**config.mk**
```make
export PLATFORM = sky130hd
export DESIGN_NAME = plh_top
export DESIGN_NICKNAME = d
export VERILOG_FILES = /design/src/logic/plh_pkg.sv /design/src/logic/plh_top.sv
export SDC_FILE = /design/constraint.sdc
export NUM_CORES = 1
export LEC_CHECK = 0
export BUFFER_PORTS_ARGS = -buffer_cell sky130_fd_sc_hd__buf_2
export CAP_MARGIN = 20
export CORE_UTILIZATION = 50
export DETAILED_ROUTE_END_ITERATION = 8
export GPL_ROUTABILITY_DRIVEN = 0
export PLACE_DENSITY = 0.73
export SKIP_CTS_REPAIR_TIMING = 1
export SLEW_MARGIN = 25
export SYNTH_ARGS = -nofsm -noshare
export SYNTH_HDL_FRONTEND = slang
export SYNTH_SLANG_ARGS = --single-unit
```
**constraint.sdc**
```tcl
create_clock -name clk -period 6.3 [get_ports clk]
set_input_delay 0.63 -clock clk [delete_from_list [all_inputs] [get_ports clk]]
set_output_delay 0.63 -clock clk [all_outputs]
set_load 0.05 [all_outputs]
```
**src/logic/plh_pkg.sv**
```systemverilog
package plh_pkg;

  // APB register byte addresses.
  localparam logic [7:0] OFS_PFD_CTRL = 8'h5C;
  localparam logic [7:0] OFS_LOCK_CTRL = 8'h60;
  localparam logic [7:0] OFS_SYNC_CTRL = 8'h64;
  localparam logic [7:0] OFS_LDPIN_CTRL = 8'h68;
  localparam logic [7:0] OFS_MON_CTRL = 8'h6C;
  localparam logic [7:0] OFS_HOLD_CTRL = 8'h74;
  localparam logic [7:0] OFS_STATUS = 8'h80;

  // Field positions.
  localparam int ABP_LSB = 0;
  localparam int STAT_SEL_LSB = 2;
  localparam int WIN_RANGE_BIT = 4;
  localparam int LDCNT_LSB = 5;
  localparam int SYNC_RST_LSB = 6;
  localparam int RDLY_LSB = 0;
  localparam int NDLY_LSB = 3;
  localparam int HOLD_EN0_BIT = 0;
  localparam int HOLD_EXT_BIT = 1;
  localparam int HOLD_EN2_BIT = 2;
  localparam int LDCMP_EN_BIT = 3;

  // Reset values.
  localparam logic [7:0] RST_PFD_CTRL = 8'h00;
  localparam logic [7:0] RST_LOCK_CTRL = 8'h00;
  localparam logic [7:0] RST_SYNC_CTRL = 8'h00;
  localparam logic [7:0] RST_LDPIN_CTRL = 8'h00;
  localparam logic [7:0] RST_MON_CTRL = 8'h00;
  localparam logic [7:0] RST_HOLD_CTRL = 8'h00;

  // Output mux codes shared by all three status pins.
  localparam logic [5:0] MUX_LOW = 6'h00;
  localparam logic [5:0] MUX_DLD = 6'h01;
  localparam logic [5:0] MUX_CSRC = 6'h04;
  localparam logic [5:0] MUX_CMP_HI = 6'h05;
  localparam logic [5:0] MUX_CMP_LO = 6'h06;

  // Lock counts per counter code, and lock-pin charge time.
  localparam logic [7:0] LDCNT_0 = 8'h05;
  localparam logic [7:0] LDCNT_1 = 8'h10;
  localparam logic [7:0] LDCNT_2 = 8'h40;
  localparam logic [7:0] LDCNT_3 = 8'hFF;
  localparam int CHARGE_NS = 1000;
  localparam int CLK_NS = 5;
  localparam int CHARGE_CYC = (CHARGE_NS + CLK_NS - 1) / CLK_NS;

  // Delay stage span.
  localparam int DLY_SPAN_PS = 1000;

  // Edge measurement result from the phase detector side.
  typedef struct packed {
    logic valid;
    logic [7:0] diff;
  } plh_edge_type;

  // Counter reset strobes.
  typedef struct packed {
    logic r_rst;
    logic a_rst;
    logic b_rst;
  } plh_ctr_rst_type;

endpackage

```
**src/logic/plh_top.sv**
```systemverilog
// Chosen here: register access over APB and the register addresses.
module plh_top
  import plh_pkg::*;
#(
  parameter int DIFF_W = 8
) (
  // Clock and reset.
  input wire logic clk,
  input wire logic rst,
  // APB slave.
  input wire logic psel,
  input wire logic penable,
  input wire logic pwrite,
  input wire logic [7:0] paddr,
  input wire logic [31:0] pwdata,
  output logic [31:0] prdata,
  output logic pready,
  output logic pslverr,
  // Detector side: measured edge difference and reference edge strobe.
  input wire plh_edge_type pfd_edge,
  input wire logic ref_edge,
  // Resync pin, active low.
  input wire logic resync_n,
  // Lock-pin comparator level.
  input wire logic ldpin_cmp,
  // Divider controls.
  output logic [2:0] r_delay_sel,
  output logic [2:0] n_delay_sel,
  output plh_ctr_rst_type ctr_rst,
  // Charge pump and status pins.
  output logic pump_hiz,
  output logic lock_detect_pin,
  output logic ldpin_src_on,
  output logic status_pin,
  output logic reference_monitor_pin
);

  // Configuration registers.
  logic [7:0] pfd_ctrl;
  logic [7:0] lock_ctrl;
  logic [7:0] sync_ctrl;
  logic [7:0] ldpin_ctrl;
  logic [7:0] mon_ctrl;
  logic [7:0] hold_ctrl;

  // Lock state.
  logic digital_lock_indicator;
  logic [7:0] lock_cnt;
  logic [7:0] need_cnt;
  logic [DIFF_W-1:0] lock_thr;
  logic [DIFF_W-1:0] unlock_thr;
  logic [15:0] charge_cnt;
  logic cmp_level;
  logic manual_hold;
  logic auto_hold;
  logic hold_enabled;

  // Resync synchroniser.
  logic rs_m;
  logic rs_s;
  logic rs_d;
  logic rs_fall;
  logic rs_high;

  // Write strobe at the access phase.
  logic wr;
  assign wr = psel && penable && pwrite;

  // Zero-wait APB slave; unmapped addresses answer with an error.
  always_ff @(posedge clk or posedge rst) begin
    if (rst) begin
      pfd_ctrl <= RST_PFD_CTRL;
      lock_ctrl <= RST_LOCK_CTRL;
      sync_ctrl <= RST_SYNC_CTRL;
      ldpin_ctrl <= RST_LDPIN_CTRL;
      mon_ctrl <= RST_MON_CTRL;
      hold_ctrl <= RST_HOLD_CTRL;
    end else if (wr) begin
      unique case (paddr)
        OFS_PFD_CTRL: pfd_ctrl <= pwdata[7:0];
        OFS_LOCK_CTRL: lock_ctrl <= pwdata[7:0];
        OFS_SYNC_CTRL: sync_ctrl <= pwdata[7:0];
        OFS_LDPIN_CTRL: ldpin_ctrl <= pwdata[7:0];
        OFS_MON_CTRL: mon_ctrl <= pwdata[7:0];
        OFS_HOLD_CTRL: hold_ctrl <= pwdata[7:0];
        default: ;
      endcase
    end
  end

  // Read data, ready and error are registered in the setup cycle.
  always_ff @(posedge clk or posedge rst) begin
    if (rst) begin
      prdata <= 32'h0000_0000;
      pready <= 1'b0;
      pslverr <= 1'b0;
    end else begin
      pready <= psel && !penable;
      pslverr <= 1'b0;
      prdata <= 32'h0000_0000;
      if (psel && !penable) begin
        unique case (paddr)
          OFS_PFD_CTRL: prdata <= {24'h000000, pfd_ctrl};
          OFS_LOCK_CTRL: prdata <= {24'h000000, lock_ctrl};
          OFS_SYNC_CTRL: prdata <= {24'h000000, sync_ctrl};
          OFS_LDPIN_CTRL: prdata <= {24'h000000, ldpin_ctrl};
          OFS_MON_CTRL: prdata <= {24'h000000, mon_ctrl};
          OFS_HOLD_CTRL: prdata <= {24'h000000, hold_ctrl};
          OFS_STATUS: prdata <= {27'h0000000, cmp_level, auto_hold,
                                 manual_hold, pump_hiz,
                                 digital_lock_indicator};
          default: pslverr <= 1'b1;
        endcase
      end
    end
  end

  // Delay selects pass straight to the delay cells.
  always_ff @(posedge clk or posedge rst) begin
    if (rst) begin
      r_delay_sel <= 3'h0;
      n_delay_sel <= 3'h0;
    end else begin
      r_delay_sel <= sync_ctrl[RDLY_LSB +: 3];
      n_delay_sel <= sync_ctrl[NDLY_LSB +: 3];
    end
  end

  // Window thresholds from range bit and antibacklash width.
  always_comb begin
    lock_thr = DIFF_W'(8'h08) << pfd_ctrl[ABP_LSB +: 2];
    if (lock_ctrl[WIN_RANGE_BIT]) begin
      lock_thr = lock_thr >> 2;
    end
    unlock_thr = lock_thr << 1;
    unique case (lock_ctrl[LDCNT_LSB +: 2])
      2'h0: need_cnt = LDCNT_0;
      2'h1: need_cnt = LDCNT_1;
      2'h2: need_cnt = LDCNT_2;
      2'h3: need_cnt = LDCNT_3;
    endcase
  end

  // Lock indicator: consecutive count to lock, single miss to unlock.
  always_ff @(posedge clk or posedge rst) begin
    if (rst) begin
      digital_lock_indicator <= 1'b0;
      lock_cnt <= 8'h00;
    end else if (pfd_edge.valid) begin
      if (!digital_lock_indicator) begin
        if (pfd_edge.diff < lock_thr) begin
          if (lock_cnt + 8'h01 >= need_cnt) begin
            digital_lock_indicator <= 1'b1;
            lock_cnt <= 8'h00;
          end else begin
            lock_cnt <= lock_cnt + 8'h01;
          end
        end else begin
          lock_cnt <= 8'h00;
        end
      end else if (pfd_edge.diff > unlock_thr) begin
        digital_lock_indicator <= 1'b0;
      end
    end
  end

  // Lock-pin charge model: any loss restarts the charge time.
  always_ff @(posedge clk or posedge rst) begin
    if (rst) begin
      charge_cnt <= 16'h0000;
    end else if (!digital_lock_indicator) begin
      charge_cnt <= 16'h0000;
    end else if (charge_cnt < 16'(CHARGE_CYC)) begin
      charge_cnt <= charge_cnt + 16'h0001;
    end
  end

  // Comparator level, forced high when comparator disabled.
  always_comb begin
    cmp_level = hold_ctrl[LDCMP_EN_BIT] ? ldpin_cmp : 1'b1;
  end

  // Resync synchroniser and edge detect.
  always_ff @(posedge clk or posedge rst) begin
    if (rst) begin
      rs_m <= 1'b1;
      rs_s <= 1'b1;
      rs_d <= 1'b1;
    end else begin
      rs_m <= resync_n;
      rs_s <= rs_m;
      rs_d <= rs_s;
    end
  end
  assign rs_fall = rs_d && !rs_s;
  assign rs_high = rs_s;

  // Holdover needs both enable bits.
  assign hold_enabled = hold_ctrl[HOLD_EN0_BIT] && hold_ctrl[HOLD_EN2_BIT];

  // Manual and automatic holdover state.
  always_ff @(posedge clk or posedge rst) begin
    if (rst) begin
      manual_hold <= 1'b0;
      auto_hold <= 1'b0;
    end else if (!hold_enabled) begin
      manual_hold <= 1'b0;
      auto_hold <= 1'b0;
    end else if (hold_ctrl[HOLD_EXT_BIT]) begin
      auto_hold <= 1'b0;
      if (rs_fall) begin
        manual_hold <= 1'b1;
      end else if (manual_hold && rs_high && ref_edge) begin
        manual_hold <= 1'b0;
      end
    end else begin
      manual_hold <= 1'b0;
      if (!cmp_level) begin
        auto_hold <= 1'b1;
      end else if (auto_hold && ref_edge) begin
        auto_hold <= 1'b0;
      end
    end
  end

  // Pump high impedance; set immediately on the falling edge.
  always_ff @(posedge clk or posedge rst) begin
    if (rst) begin
      pump_hiz <= 1'b0;
    end else begin
      pump_hiz <= next_hiz();
    end
  end

  function automatic logic next_hiz();
    next_hiz = (hold_enabled && hold_ctrl[HOLD_EXT_BIT] && rs_fall) ||
               (manual_hold && !(rs_high && ref_edge)) ||
               (hold_enabled && !hold_ctrl[HOLD_EXT_BIT] && !cmp_level) ||
               (auto_hold && !ref_edge);
  endfunction

  // Counter resets: pin-driven R/A/B, and B alone on holdover release.
  always_ff @(posedge clk or posedge rst) begin
    if (rst) begin
      ctr_rst <= '0;
    end else begin
      ctr_rst.r_rst <= (sync_ctrl[SYNC_RST_LSB +: 2] != 2'h0) &&
                       rs_fall;
      ctr_rst.a_rst <= (sync_ctrl[SYNC_RST_LSB +: 2] != 2'h0) && rs_fall;
      ctr_rst.b_rst <= ((sync_ctrl[SYNC_RST_LSB +: 2] != 2'h0) && rs_fall) ||
                       (pump_hiz && (manual_hold || auto_hold) &&
                        !next_hiz());
    end
  end

  // Per-pin output multiplexers.
  function automatic logic pin_mux(input logic [5:0] sel);
    unique case (sel)
      MUX_DLD: pin_mux = digital_lock_indicator;
      MUX_CSRC: pin_mux = digital_lock_indicator;
      MUX_CMP_HI: pin_mux = cmp_level;
      MUX_CMP_LO: pin_mux = !cmp_level;
      default: pin_mux = 1'b0;
    endcase
  endfunction

  // Status pin outputs, all registered.
  always_ff @(posedge clk or posedge rst) begin
    if (rst) begin
      lock_detect_pin <= 1'b0;
      ldpin_src_on <= 1'b0;
      status_pin <= 1'b0;
      reference_monitor_pin <= 1'b0;
    end else begin
      ldpin_src_on <= (ldpin_ctrl[5:0] == MUX_CSRC) &&
                      digital_lock_indicator;
      lock_detect_pin <= (ldpin_ctrl[5:0] == MUX_CSRC) ?
                         (charge_cnt >= 16'(CHARGE_CYC)) :
                         pin_mux(ldpin_ctrl[5:0]);
      status_pin <= pin_mux(pfd_ctrl[STAT_SEL_LSB +: 6]);
      reference_monitor_pin <= pin_mux({1'b0, mon_ctrl[4:0]});
    end
  end

  // Checks.
  lock_needs_count_a:
    assert property (@(posedge clk) disable iff (rst)
    $rose(digital_lock_indicator) |-> $past(pfd_edge.valid))
    else $error("Lock rose without a detector cycle.");
  unlock_on_miss_a:
    assert property (@(posedge clk) disable iff (rst)
    digital_lock_indicator && pfd_edge.valid && pfd_edge.diff > unlock_thr
    |=> !digital_lock_indicator)
    else $error("Lock kept after out-of-window cycle.");
  hold_hiz_a:
    assert property (@(posedge clk) disable iff (rst)
    manual_hold |-> pump_hiz)
    else $error("Pump driven during holdover.");
  fall_enter_a:
    assert property (@(posedge clk) disable iff (rst)
    hold_enabled && hold_ctrl[HOLD_EXT_BIT] && rs_fall |=> pump_hiz)
    else $error("Falling edge did not enter holdover.");
  no_ref_hold_a:
    assert property (@(posedge clk) disable iff (rst)
    manual_hold && !ref_edge && hold_enabled && hold_ctrl[HOLD_EXT_BIT]
    |=> manual_hold)
    else $error("Holdover left without reference edge.");
  pin_rst_off_a:
    assert property (@(posedge clk) disable iff (rst)
    sync_ctrl[7:6] == 2'h0 && !pump_hiz |=> !ctr_rst.r_rst)
    else $error("Counter reset while pin reset disabled.");
  charge_restart_a:
    assert property (@(posedge clk) disable iff (rst)
    !digital_lock_indicator |=> charge_cnt == 16'h0000)
    else $error("Charge not restarted on lock loss.");
  no_enable_a:
    assert property (@(posedge clk) disable iff (rst)
    !hold_enabled |=> !manual_hold && !auto_hold)
    else $error("Holdover active while disabled.");
  lock_cov: cover property (@(posedge clk) $rose(digital_lock_indicator));
  hold_cov: cover property (@(posedge clk) $fell(manual_hold));
  auto_cov: cover property (@(posedge clk) $rose(auto_hold));

endmodule

```
=== Yosys cells after proc, flatten, opt, wreduce, memory -nomap -nowiden ===
Cells that the tools add are included.

* Register bits: 125
* Bits of input ports: 57
* Output and inout bits: 48
* Word-level logic and storage cells: 130

* $add $sub $neg: 2
* $lt $le $gt $ge: 5
* Equality and inequality tests: 25
* Shift-type cells: 1
* Mux-type cells: 27
* Bitwise gates (word level): 1
* Reductions and logical operators: 43

{| class="wikitable"
|+ Operators with widths
! operator !! count
|-
| $pmux W8 S7 || 1
|-
| $eq A8 B7 Y1 const B || 6
|-
| $eq A6 B3 Y1 const B || 6
|-
| $mux W16 || 2
|-
| $mux W8 || 4
|-
| $pmux W8 S4 || 1
|-
| $logic_and A1 B1 Y1 || 19
|-
| $add A16 B1 Y16 const B || 1
|-
| $ge A16 B8 Y1 const B || 1
|-
| $lt A16 B8 Y1 const B || 1
|-
| $mux W1 || 16
|-
| $eq A5 B3 Y1 const B || 3
|-
| $reduce_and A2 Y1 || 7
|-
| $eq A6 B1 Y1 const B || 2
|-
| $pmux W1 S3 || 3
|-
| $add A8 B1 Y8 const B || 1
|-
| $eq A8 B8 Y1 const B || 1
|-
| $ge A8 B8 Y1 || 1
|-
| $gt A8 B8 Y1 || 1
|-
| $lt A8 B8 Y1 || 1
|-
| $shl A4 B2 Y8 const A || 1
|-
| $logic_not A1 Y1 || 7
|-
| $reduce_or A7 Y1 || 1
|-
| $eq A5 B1 Y1 const B || 1
|-
| 10 further kinds || 16
|}

=== Longest topological paths before layout ===
Gate-level depths: netlist (run 1).

* Depth in word-level cells: 9
* Depth in mapped cells: 9
* Mapped depth without buffers: 9

=== Worst setup path before layout (run 1) ===
OpenSTA, ideal clock, no wires.

* Path type: reg2reg
* Start point: register lock_cnt[0]
* End point: register lock_cnt[3]
* Library setup time: 81 ps
* Data arrival time: 2,356 ps
* Data required time: 6,219 ps
* Path slack: 3,863 ps
* Cell stages (with the launch flop): 10
* Path buffers: 0
* Clock period less this slack: 2,437 ps
* Path through: dfrtp_1 > ha_1 > inv_1 > nor3_1 > xnor2_1 > ha_1 > and3_1 > a221oi_1 > nand3_2 > o211ai_2

* Longest elaborated chain between the ends: 4

{| class="wikitable"
|+ RTL lines
! what !! RTL line !! RTL
|-
| start, declared || plh_top.sv:48 || <nowiki>logic [7:0] lock_cnt;</nowiki>
|-
| start signal, assigned || plh_top.sv:156 || <nowiki>lock_cnt <= lock_cnt + 8'h01;</nowiki>
|-
| $add A8 B1 Y8 * || plh_top.sv:152, plh_top.sv:156 ||
|-
| $ge A8 B8 Y1 || plh_top.sv:152 || <nowiki>if (lock_cnt + 8'h01 >= need_cnt) begin</nowiki>
|-
| $mux W8 * || plh_top.sv:152 ||
|-
| $mux W8 * || plh_top.sv:151 || <nowiki>if (pfd_edge.diff < lock_thr) begin</nowiki>
|}

Every way passes the cells marked *; elsewhere a longest branch is shown, timed or not.
A chain may end at the register's enable or synchronous reset.

=== Final worst setup path (run 1) ===
Same ends and word-level chain as after synthesis.

==> reports/results.md, run 1 <==
## STA
- total count of max-transition violations in the final report: 0
- post-route clock skew: 0.0108 ns
- period utilization: 45.7%
- Final min period: 2.88 ns
- Worst-Margin Slew: 0.864 ns
- Slew headroom: 42.4%
- setup tns final: 0 ns
- number of failing hold endpoints at the final stage: 0
- number of endpoints failing setup at the final stage: 0
- setup repair after global routing missed its margin: no
- highest achievable clock rate: 0.348 GHz
- tightest hold margin: 0.240 ns

## Clocking
- clock buffer count from CTS: 9
- clock latency of the later-clocked register in the worst-skew pair: 0.38 ns
- TritonCTS sink count: 101
- CTS clk-pin slew, worst paths: 0.09 ns
- Clock Path Buffers: 2
- clock tree from TritonCTS: done
- buffer type at the clock tree root: sky130_fd_sc_hd__clkbuf_8
- number of levels in the clock H-tree: 3

## Cells and area
- core utilization of the finished layout: 55.9%
- share of post-route cells with drive strength above 1: 26.9%
- total of fill cells in the finished design: 902
- post-layout net count: 605
- antenna cells: 0
- Area Growth Syn to Fin: 8.44%
- leading cell types in the layout, fill and taps excluded: sky130_fd_sc_hd__dfrtp_1 (98), sky130_fd_sc_hd__buf_2 (56), sky130_fd_sc_hd__mux2_2 (53)
- leading cell type in the layout, fill and taps excluded: sky130_fd_sc_hd__dfrtp_1
- area of all placed cells without fillers: 5800 sq um

## Setup path
- crit path DAT: 3.18 ns
- critical setup path kind: flip-flop to flip-flop
- crit end category: flip-flop
- worst reg2reg path endpoint: lock_cnt[3]$_DFFE_PP0P_
- critical path startpoint category: flip-flop
- cell with the biggest individual delay on the critical path: sky130_fd_sc_hd__a221oi_1
- worst stage delay on the critical path: 0.64 ns
- number of cells traversed by the worst register-to-register path: 8
- cell type group with the largest total delay on the critical path: simple AND/OR/NAND/NOR gates
- flop2flop setup slack: 3.42 ns
- WP data required: 6.60 ns
- total buffers and inverters traversed by the critical path: 0
- reg-to-reg critical path startpoint: lock_cnt[0]$_DFFE_PP0P_
- crit path max fanout: 6
- worst-path cell chain: nand3_1 -> nor3_1 -> xor2_1 -> ha_1 -> and3_1 -> a221oi_1 -> nand3_2 -> o211ai_2

## Synthesis
- flip-flop and latch count after synthesis: 101
- Post-synth EDFFs: 0
- post-synthesis instance area: 5350 sq um
- number of distinct library cell variants in the gate-level netlist after synthesis: 67
- average cell area after synthesis: 11.4 sq um
- count of synthesis-stage warnings from yosys: 0
- cells after synthesis: 470
- proportion of register bits with asynchronous set or reset after synthesis: 100%
- sequential area share after synthesis: 47.3%
- dominant register cell in the synthesized netlist: sky130_fd_sc_hd__dfrtp_1

## Detailed routing
- total met3 wirelength after detailed routing: 391 microns
- final wirelength: 10.9 mm
- Via Count: 3679
- Met1 Wirelength: 4.95 mm
- DRC violations left: 0
- number of violations reported at the end of detailed-routing iteration 0: 143
- highest layer used for signal routing: met4
- DR vias/cell: 5.57
- final routed wire length divided by cell count: 16.5 microns
- residual antenna-violating net count after detailed routing: 0
- total met2 wirelength after detailed routing: 5.33 mm
- first drt pass iteration count: 4

## Floorplanning
- y dimension of the die: 105 microns
- I/O Pins: 105
- Die Outline Area: 11100 sq um
- Core ar.: 10400 sq um
- Initial Utilization: 51.6%
- Row Count: 37
- Die X: 105 microns

## Pwr
- Leak: 2.82 nW
- share of total power in sequential cells: 57.3%
- net load switching power: 328 uW
- combinational cell fraction of total power: 10.3%
- worst supply voltage drop on vdd: 0.135 mV
- pwr/cell area: 200 nW/um^2
- net switching share of the total power: 28.3%
- clock power share: 32.4%
- Pint: 832 uW
- sum of internal, switching and leakage power: 1.16 mW

## Global route
- wire length of the first global-routing pass: 18.0 mm
- antenna violations before repair: 0
- All-Layer GR Usage: 21.0%
- largest net degree at the start of global routing: 71
- global route total overflow: 0
- via count of the first global-routing pass: 3575

## Status
- run status: completed

## Placement
- number of input and output port buffers inserted: 56
- total placed instance area: 5630 sq um
- total half-perimeter wirelength after legalization and detailed placement: 7.94 mm

## Hold path
- Hold Crit Class: primary input to asynchronous set/reset pin

## Run
- max-cap violation count: 0

==> cell type report <==
class,count,area [sq um],share of cell area (%)
Multi-Input combinational cell,340,2590,44.7
Sequential cell,101,2530,43.6
Clock buffer,9,124,2.14
Timing Repair Buffer,57,288,4.96
Tap cell,136,170,2.93
Clock inverter,6,47.5,0.820
Inverter,12,47.5,0.820
==> kinds of logic after synthesis <==
| logic type | Yosys count | share of synthesized area (%) |
|---|---|---|
| AO/OA/AOI/OAI | 79 | 10.9 |
| XOR/XNOR | 13 | 2.13 |
| adder cells (fa/ha/maj) | 27 | 6.32 |
| buffers and inverters | 52 | 5.82 |
| flip-flops | 101 | 47.3 |
| multiplexers | 60 | 12.5 |
| other | 1 | 0.0701 |
| AND/OR/NAND/NOR | 137 | 14.9 |
==> power by group through the flow <==
stage	Combinational (mW)	Clock [mW]	Sequential, mW
5_1_grt	0.131	0.409	0.665
2_1_floorplan	0.0952	0	0.679
3_3_place_gp	0.117	0	0.676
3_5_place_dp	0.120	0	0.677
6_report	0.120	0.376	0.664
4_1_cts	0.121	0.384	0.664
==> per-layer routing <==
layer	vias up	global-route usage [%]
li1	1742	-
met1	1831	28.3
met2	89	32.8
met3	17	4.76
met4	0	8.85
met5	-	0
==> sequential cells by signal, indices dropped and copies added (netlist names), 8 cells and up <==
signal,flops
pfd_ctrl,8
lock_cnt,8
mon_ctrl,8
charge_cnt,16
prdata,8
lock_ctrl,8
sync_ctrl,8
ldpin_ctrl,8
hold_ctrl,8
==> Yosys cell counts (2+ instances only) <==
master / number / area, sq um
sky130_fd_sc_hd__o21a_1: 7 / 52.6
sky130_fd_sc_hd__nor4_1: 3 / 18.8
sky130_fd_sc_hd__nor4b_4: 2 / 47.6
sky130_fd_sc_hd__a211oi_1: 3 / 22.5
sky130_fd_sc_hd__a21oi_1: 6 / 30.0
sky130_fd_sc_hd__buf_1: 2 / 7.51
sky130_fd_sc_hd__a22o_1: 2 / 17.5
sky130_fd_sc_hd__mux2_2: 53 / 597
sky130_fd_sc_hd__and3_1: 7 / 43.8
sky130_fd_sc_hd__nor2b_1: 11 / 68.8
sky130_fd_sc_hd__dfrtp_1: 98 / 2450
sky130_fd_sc_hd__o21ai_0: 7 / 35.0
sky130_fd_sc_hd__and2_1: 14 / 87.6
sky130_fd_sc_hd__xnor2_1: 7 / 61.3
sky130_fd_sc_hd__a31oi_1: 3 / 18.8
sky130_fd_sc_hd__nand3_1: 9 / 45.0
sky130_fd_sc_hd__nand4_1: 4 / 25.0
sky130_fd_sc_hd__a22oi_1: 13 / 97.6
sky130_fd_sc_hd__nand4b_1: 2 / 17.5
sky130_fd_sc_hd__a221oi_1: 3 / 26.3
sky130_fd_sc_hd__o22ai_1: 8 / 50.1
sky130_fd_sc_hd__o211ai_2: 2 / 25.0
sky130_fd_sc_hd__nor3_2: 2 / 20.0
sky130_fd_sc_hd__buf_2: 6 / 30.0
sky130_fd_sc_hd__o21ai_1: 5 / 25.0
sky130_fd_sc_hd__nor3_1: 5 / 25.0
sky130_fd_sc_hd__clkbuf_1: 4 / 15.0
sky130_fd_sc_hd__nor2_1: 21 / 78.8
sky130_fd_sc_hd__dfstp_2: 3 / 78.8
sky130_fd_sc_hd__mux2i_1: 7 / 70.1
sky130_fd_sc_hd__nand2b_1: 10 / 62.6
sky130_fd_sc_hd__a21o_1: 2 / 15.0
sky130_fd_sc_hd__xor2_1: 6 / 52.6
sky130_fd_sc_hd__nand2_1: 35 / 131
sky130_fd_sc_hd__ha_1: 27 / 338
sky130_fd_sc_hd__a21boi_0: 3 / 22.5
sky130_fd_sc_hd__buf_4: 27 / 203
sky130_fd_sc_hd__inv_1: 12 / 45.0
==> worst max path at each step <==
| stage | slack, ns | to | cells past startpoint | start |
|---|---|---|---|---|
| after CTS | 3.49 | lock_cnt[3]$_DFFE_PP0P_ | 8 | lock_cnt[0]$_DFFE_PP0P_ |
| after global placement | 3.55 | lock_cnt[3]$_DFFE_PP0P_ | 9 | lock_cnt[0]$_DFFE_PP0P_ |
| after floorplan | 3.03 | auto_hold$_DFFE_PP0P_ | 1 | rst |
| after global routing | 3.26 | lock_cnt[5]$_DFFE_PP0P_ | 8 | lock_cnt[0]$_DFFE_PP0P_ |
| final | 3.42 | lock_cnt[3]$_DFFE_PP0P_ | 8 | lock_cnt[0]$_DFFE_PP0P_ |
| after detailed placement | 3.51 | lock_cnt[3]$_DFFE_PP0P_ | 8 | lock_cnt[0]$_DFFE_PP0P_ |
==> stage by stage <==
stage,setup WS [ns],std cells
after CTS,3.49,661
after floorplan,3.03,493
after global placement,3.55,646
final,3.42,661
after detailed placement,3.51,646
after global routing,3.26,661
Note: power is estimated with default switching activity, not from simulation.
==> run 2: changes to the inputs <==
Settings changed: ABC_AREA from default to 1.
Clock period 6.3 ns to 2.77 ns, I/O delays scaled along.
==> run 2 against run 1 <==
Against the previous run: die area rose by 3.4%; critical path type unchanged; worst hold slack got worse by 0.22 ns; final area rose by 4.1%; largest cell class unchanged; count of clock-buffer cells in the layout rose by 1; sequential power rose by 130%; routed wire length rose by 9.4%; synthesized area rose by 3.4%.
==> reports/results.md, run 2 <==
## Synthesis
- leading cell type by number of instances after synthesis: sky130_fd_sc_hd__nand2_1
- post-synthesis instance area: 5530 sq um
- top cell type by total area after synthesis: sky130_fd_sc_hd__dfrtp_1
- cells after synthesis: 649
- area share of the largest cell type after synthesis: 44.3%
- dominant register cell in the synthesized netlist: sky130_fd_sc_hd__dfrtp_1
- most frequent cells after synthesis: sky130_fd_sc_hd__nand2_1 (154), sky130_fd_sc_hd__dfrtp_1 (98), sky130_fd_sc_hd__inv_1 (70), sky130_fd_sc_hd__nand3_1 (64), sky130_fd_sc_hd__nor2_1 (57)
- Post-synth EDFFs: 0
- count of synthesis-stage warnings from yosys: 0
- flip-flop and latch count after synthesis: 101
- average cell area after synthesis: 8.53 sq um
- proportion of register bits with asynchronous set or reset after synthesis: 100%
- number of distinct library cell variants in the gate-level netlist after synthesis: 40
- sequential area share after synthesis: 45.7%
- synth top area cells: sky130_fd_sc_hd__dfrtp_1 (44%), sky130_fd_sc_hd__nand2_1 (10%), sky130_fd_sc_hd__ha_1 (6.1%), sky130_fd_sc_hd__nand3_1 (5.8%), sky130_fd_sc_hd__inv_1 (4.7%)

## Hold path
- Hold Crit Class: primary input to asynchronous set/reset pin

## Pwr
- net load switching power: 768 uW
- share of total power in sequential cells: 56.7%
- combinational cell fraction of total power: 10.9%
- Pint: 1.90 mW
- worst supply voltage drop on vdd: 0.342 mV
- pwr/cell area: 442 nW/um^2
- sum of internal, switching and leakage power: 2.67 mW
- Leak: 3.17 nW
- net switching share of the total power: 28.7%
- clock power share: 32.3%

## Cells and area
- antenna cells: 0
- total of fill cells in the finished design: 945
- leading cell types in the layout, fill and taps excluded: sky130_fd_sc_hd__nand2_1 (154), sky130_fd_sc_hd__dfrtp_1 (98), sky130_fd_sc_hd__inv_1 (69)
- post-layout net count: 794
- most flop-heavy register: charge_cnt
- share of post-route cells with drive strength above 1: 16.8%
- area of all placed cells without fillers: 6040 sq um
- leading cell type in the layout, fill and taps excluded: sky130_fd_sc_hd__nand2_1
- Area Growth Syn to Fin: 9.18%
- core utilization of the finished layout: 56.0%
- Layout Cells excl Fill: 855
- Largest register FFs: 16

## Setup path
- critical setup path kind: flip-flop to flip-flop
- critical path startpoint category: flip-flop
- cell type group with the largest total delay on the critical path: simple AND/OR/NAND/NOR gates
- cell repeated most along the worst path: sky130_fd_sc_hd__nand2_1
- crit path max fanout: 8
- worst stage delay on the critical path: 0.43 ns
- cell with the biggest individual delay on the critical path: sky130_fd_sc_hd__dfrtp_1
- crit path DAT: 2.75 ns
- crit end category: flip-flop
- worst-path cell chain: nand3_1 -> nor2_1 -> nand4_1 -> nand2_1 -> inv_1 -> ha_1 -> a21oi_1 -> o21a_1 -> nand2_1 -> nor2_1 -> nand3_1 -> nand2_1
- total buffers and inverters traversed by the critical path: 1
- WP data required: 3.08 ns

## Global route
- via count of the first global-routing pass: 4174
- global routing usage on met3: 4.07%
- antenna violations before repair: 0
- met2 track demand over resource in global routing: 35.9%
- largest net degree at the start of global routing: 39
- met1 Usage GRT: 28.0%
- All-Layer GR Usage: 22.0%
- wire length of the first global-routing pass: 19.6 mm
- most congested layer reported by global routing: met2
- global route total overflow: 0

## Clocking
- clock buffer count from CTS: 9
- buffer type at the clock tree root: sky130_fd_sc_hd__clkbuf_8
- number of levels in the clock H-tree: 3
- CTS clk-pin slew, worst paths: 0.09 ns
- clock latency of the later-clocked register in the worst-skew pair: 0.38 ns
- Clock Path Buffers: 2
- clock tree from TritonCTS: done
- TritonCTS sink count: 101

## Floorplanning
- Die X: 107 microns
- Initial Utilization: 51.3%
- Die Outline Area: 11500 sq um
- I/O Pins: 105
- Core ar.: 10800 sq um
- y dimension of the die: 107 microns
- Row Count: 38

## STA
- Final min period: 2.44 ns
- final worst slack: 0.329 ns
- Slew headroom: 50.1%
- Worst-Margin Slew: 0.747 ns
- setup repair after global routing missed its margin: no
- post-route clock skew: 0.0153 ns
- number of failing hold endpoints at the final stage: 0
- number of endpoints failing setup at the final stage: 0
- highest achievable clock rate: 0.410 GHz
- total count of max-transition violations in the final report: 0
- tightest hold margin: 0.0226 ns
- setup tns final: 0 ns
- period utilization: 88.1%

## Detailed routing
- residual antenna-violating net count after detailed routing: 0
- first drt pass iteration count: 4
- final routed wire length divided by cell count: 13.9 microns
- final wirelength: 11.9 mm
- number of violations reported at the end of detailed-routing iteration 0: 255
- Via Count: 4419
- DR vias/cell: 5.17
- DRC violations left: 0

## Placement
- total half-perimeter wirelength after legalization and detailed placement: 9.09 mm
- total placed instance area: 5860 sq um
- number of input and output port buffers inserted: 56
- DP Cell Count: 838
- pre-CTS setup slack: 0.348 ns

## Run
- max-cap violation count: 0

## Status
- run status: completed

-- run 2: cell types whose count changed after synthesis, sizes merged, moves of 10 or more --
cell / change
a22oi: -13
and2: -14
inv: +61
mux2: -53
nand2: +132
nand2b: -10
nand3: +55
nor2: +45
nor2b: -12
o21ai: +41
-- run 2: cell type report --
class	count	area (sq um)	area share (%)
inverter	74	289	4.78
clock buffer	10	128	2.11
timing repair buffer	60	338	5.59
clock inverter	6	47.5	0.787
tap	140	175	2.90
sequential	101	2530	41.9
multi-input combinational	464	2530	41.9
-- run 2: metal layers --
layer	vias to the layer above	part of all wire, %	wire length [microns]
met4	0	3.9	461
met1	2078	43	5110
li1	2179	-	-
met5	-	0	0
met2	129	49	5840
met3	33	4.3	514
-- run 2: worst paths after layout --
path	from	endpoint	slack (ns)	depth (start not counted)
setup reg to reg	lock_cnt[0]$_DFFE_PP0P_	lock_cnt[2]$_DFFE_PP0P_	0.33	12
hold reg to reg	rs_m$_DFF_PP1_	rs_high$_DFF_PP1_	0.36	0
max in group asynchronous	rst	rs_d$_DFF_PP1_	2.08	3
setup / recovery	lock_cnt[0]$_DFFE_PP0P_	lock_cnt[2]$_DFFE_PP0P_	0.33	12
hold / removal	rst	charge_cnt[14]$_DFFE_PP0P_	0.02	2
min in group clk	penable	pslverr$_DFF_PP0_	0.10	2
-- run 2: power by group through the flow --
stage / sequential [mW] / combinational [mW] / clock, mW
finish: 1.52 / 0.292 / 0.864
global route: 1.52 / 0.323 / 0.938
CTS: 1.51 / 0.294 / 0.881
detailed placement: 1.54 / 0.294 / 0
global placement: 1.54 / 0.283 / 0
floorplan: 1.55 / 0.227 / 0
-- run 2: cells by family after synthesis --
family,Yosys count,synth area share [%]
simple gates,323,27.3
buf+inv,107,10.0
flops,101,45.7
compound gates,85,9.95
fa+ha+maj,27,6.11
xor+xnor,5,0.792
other cells,1,0.0678
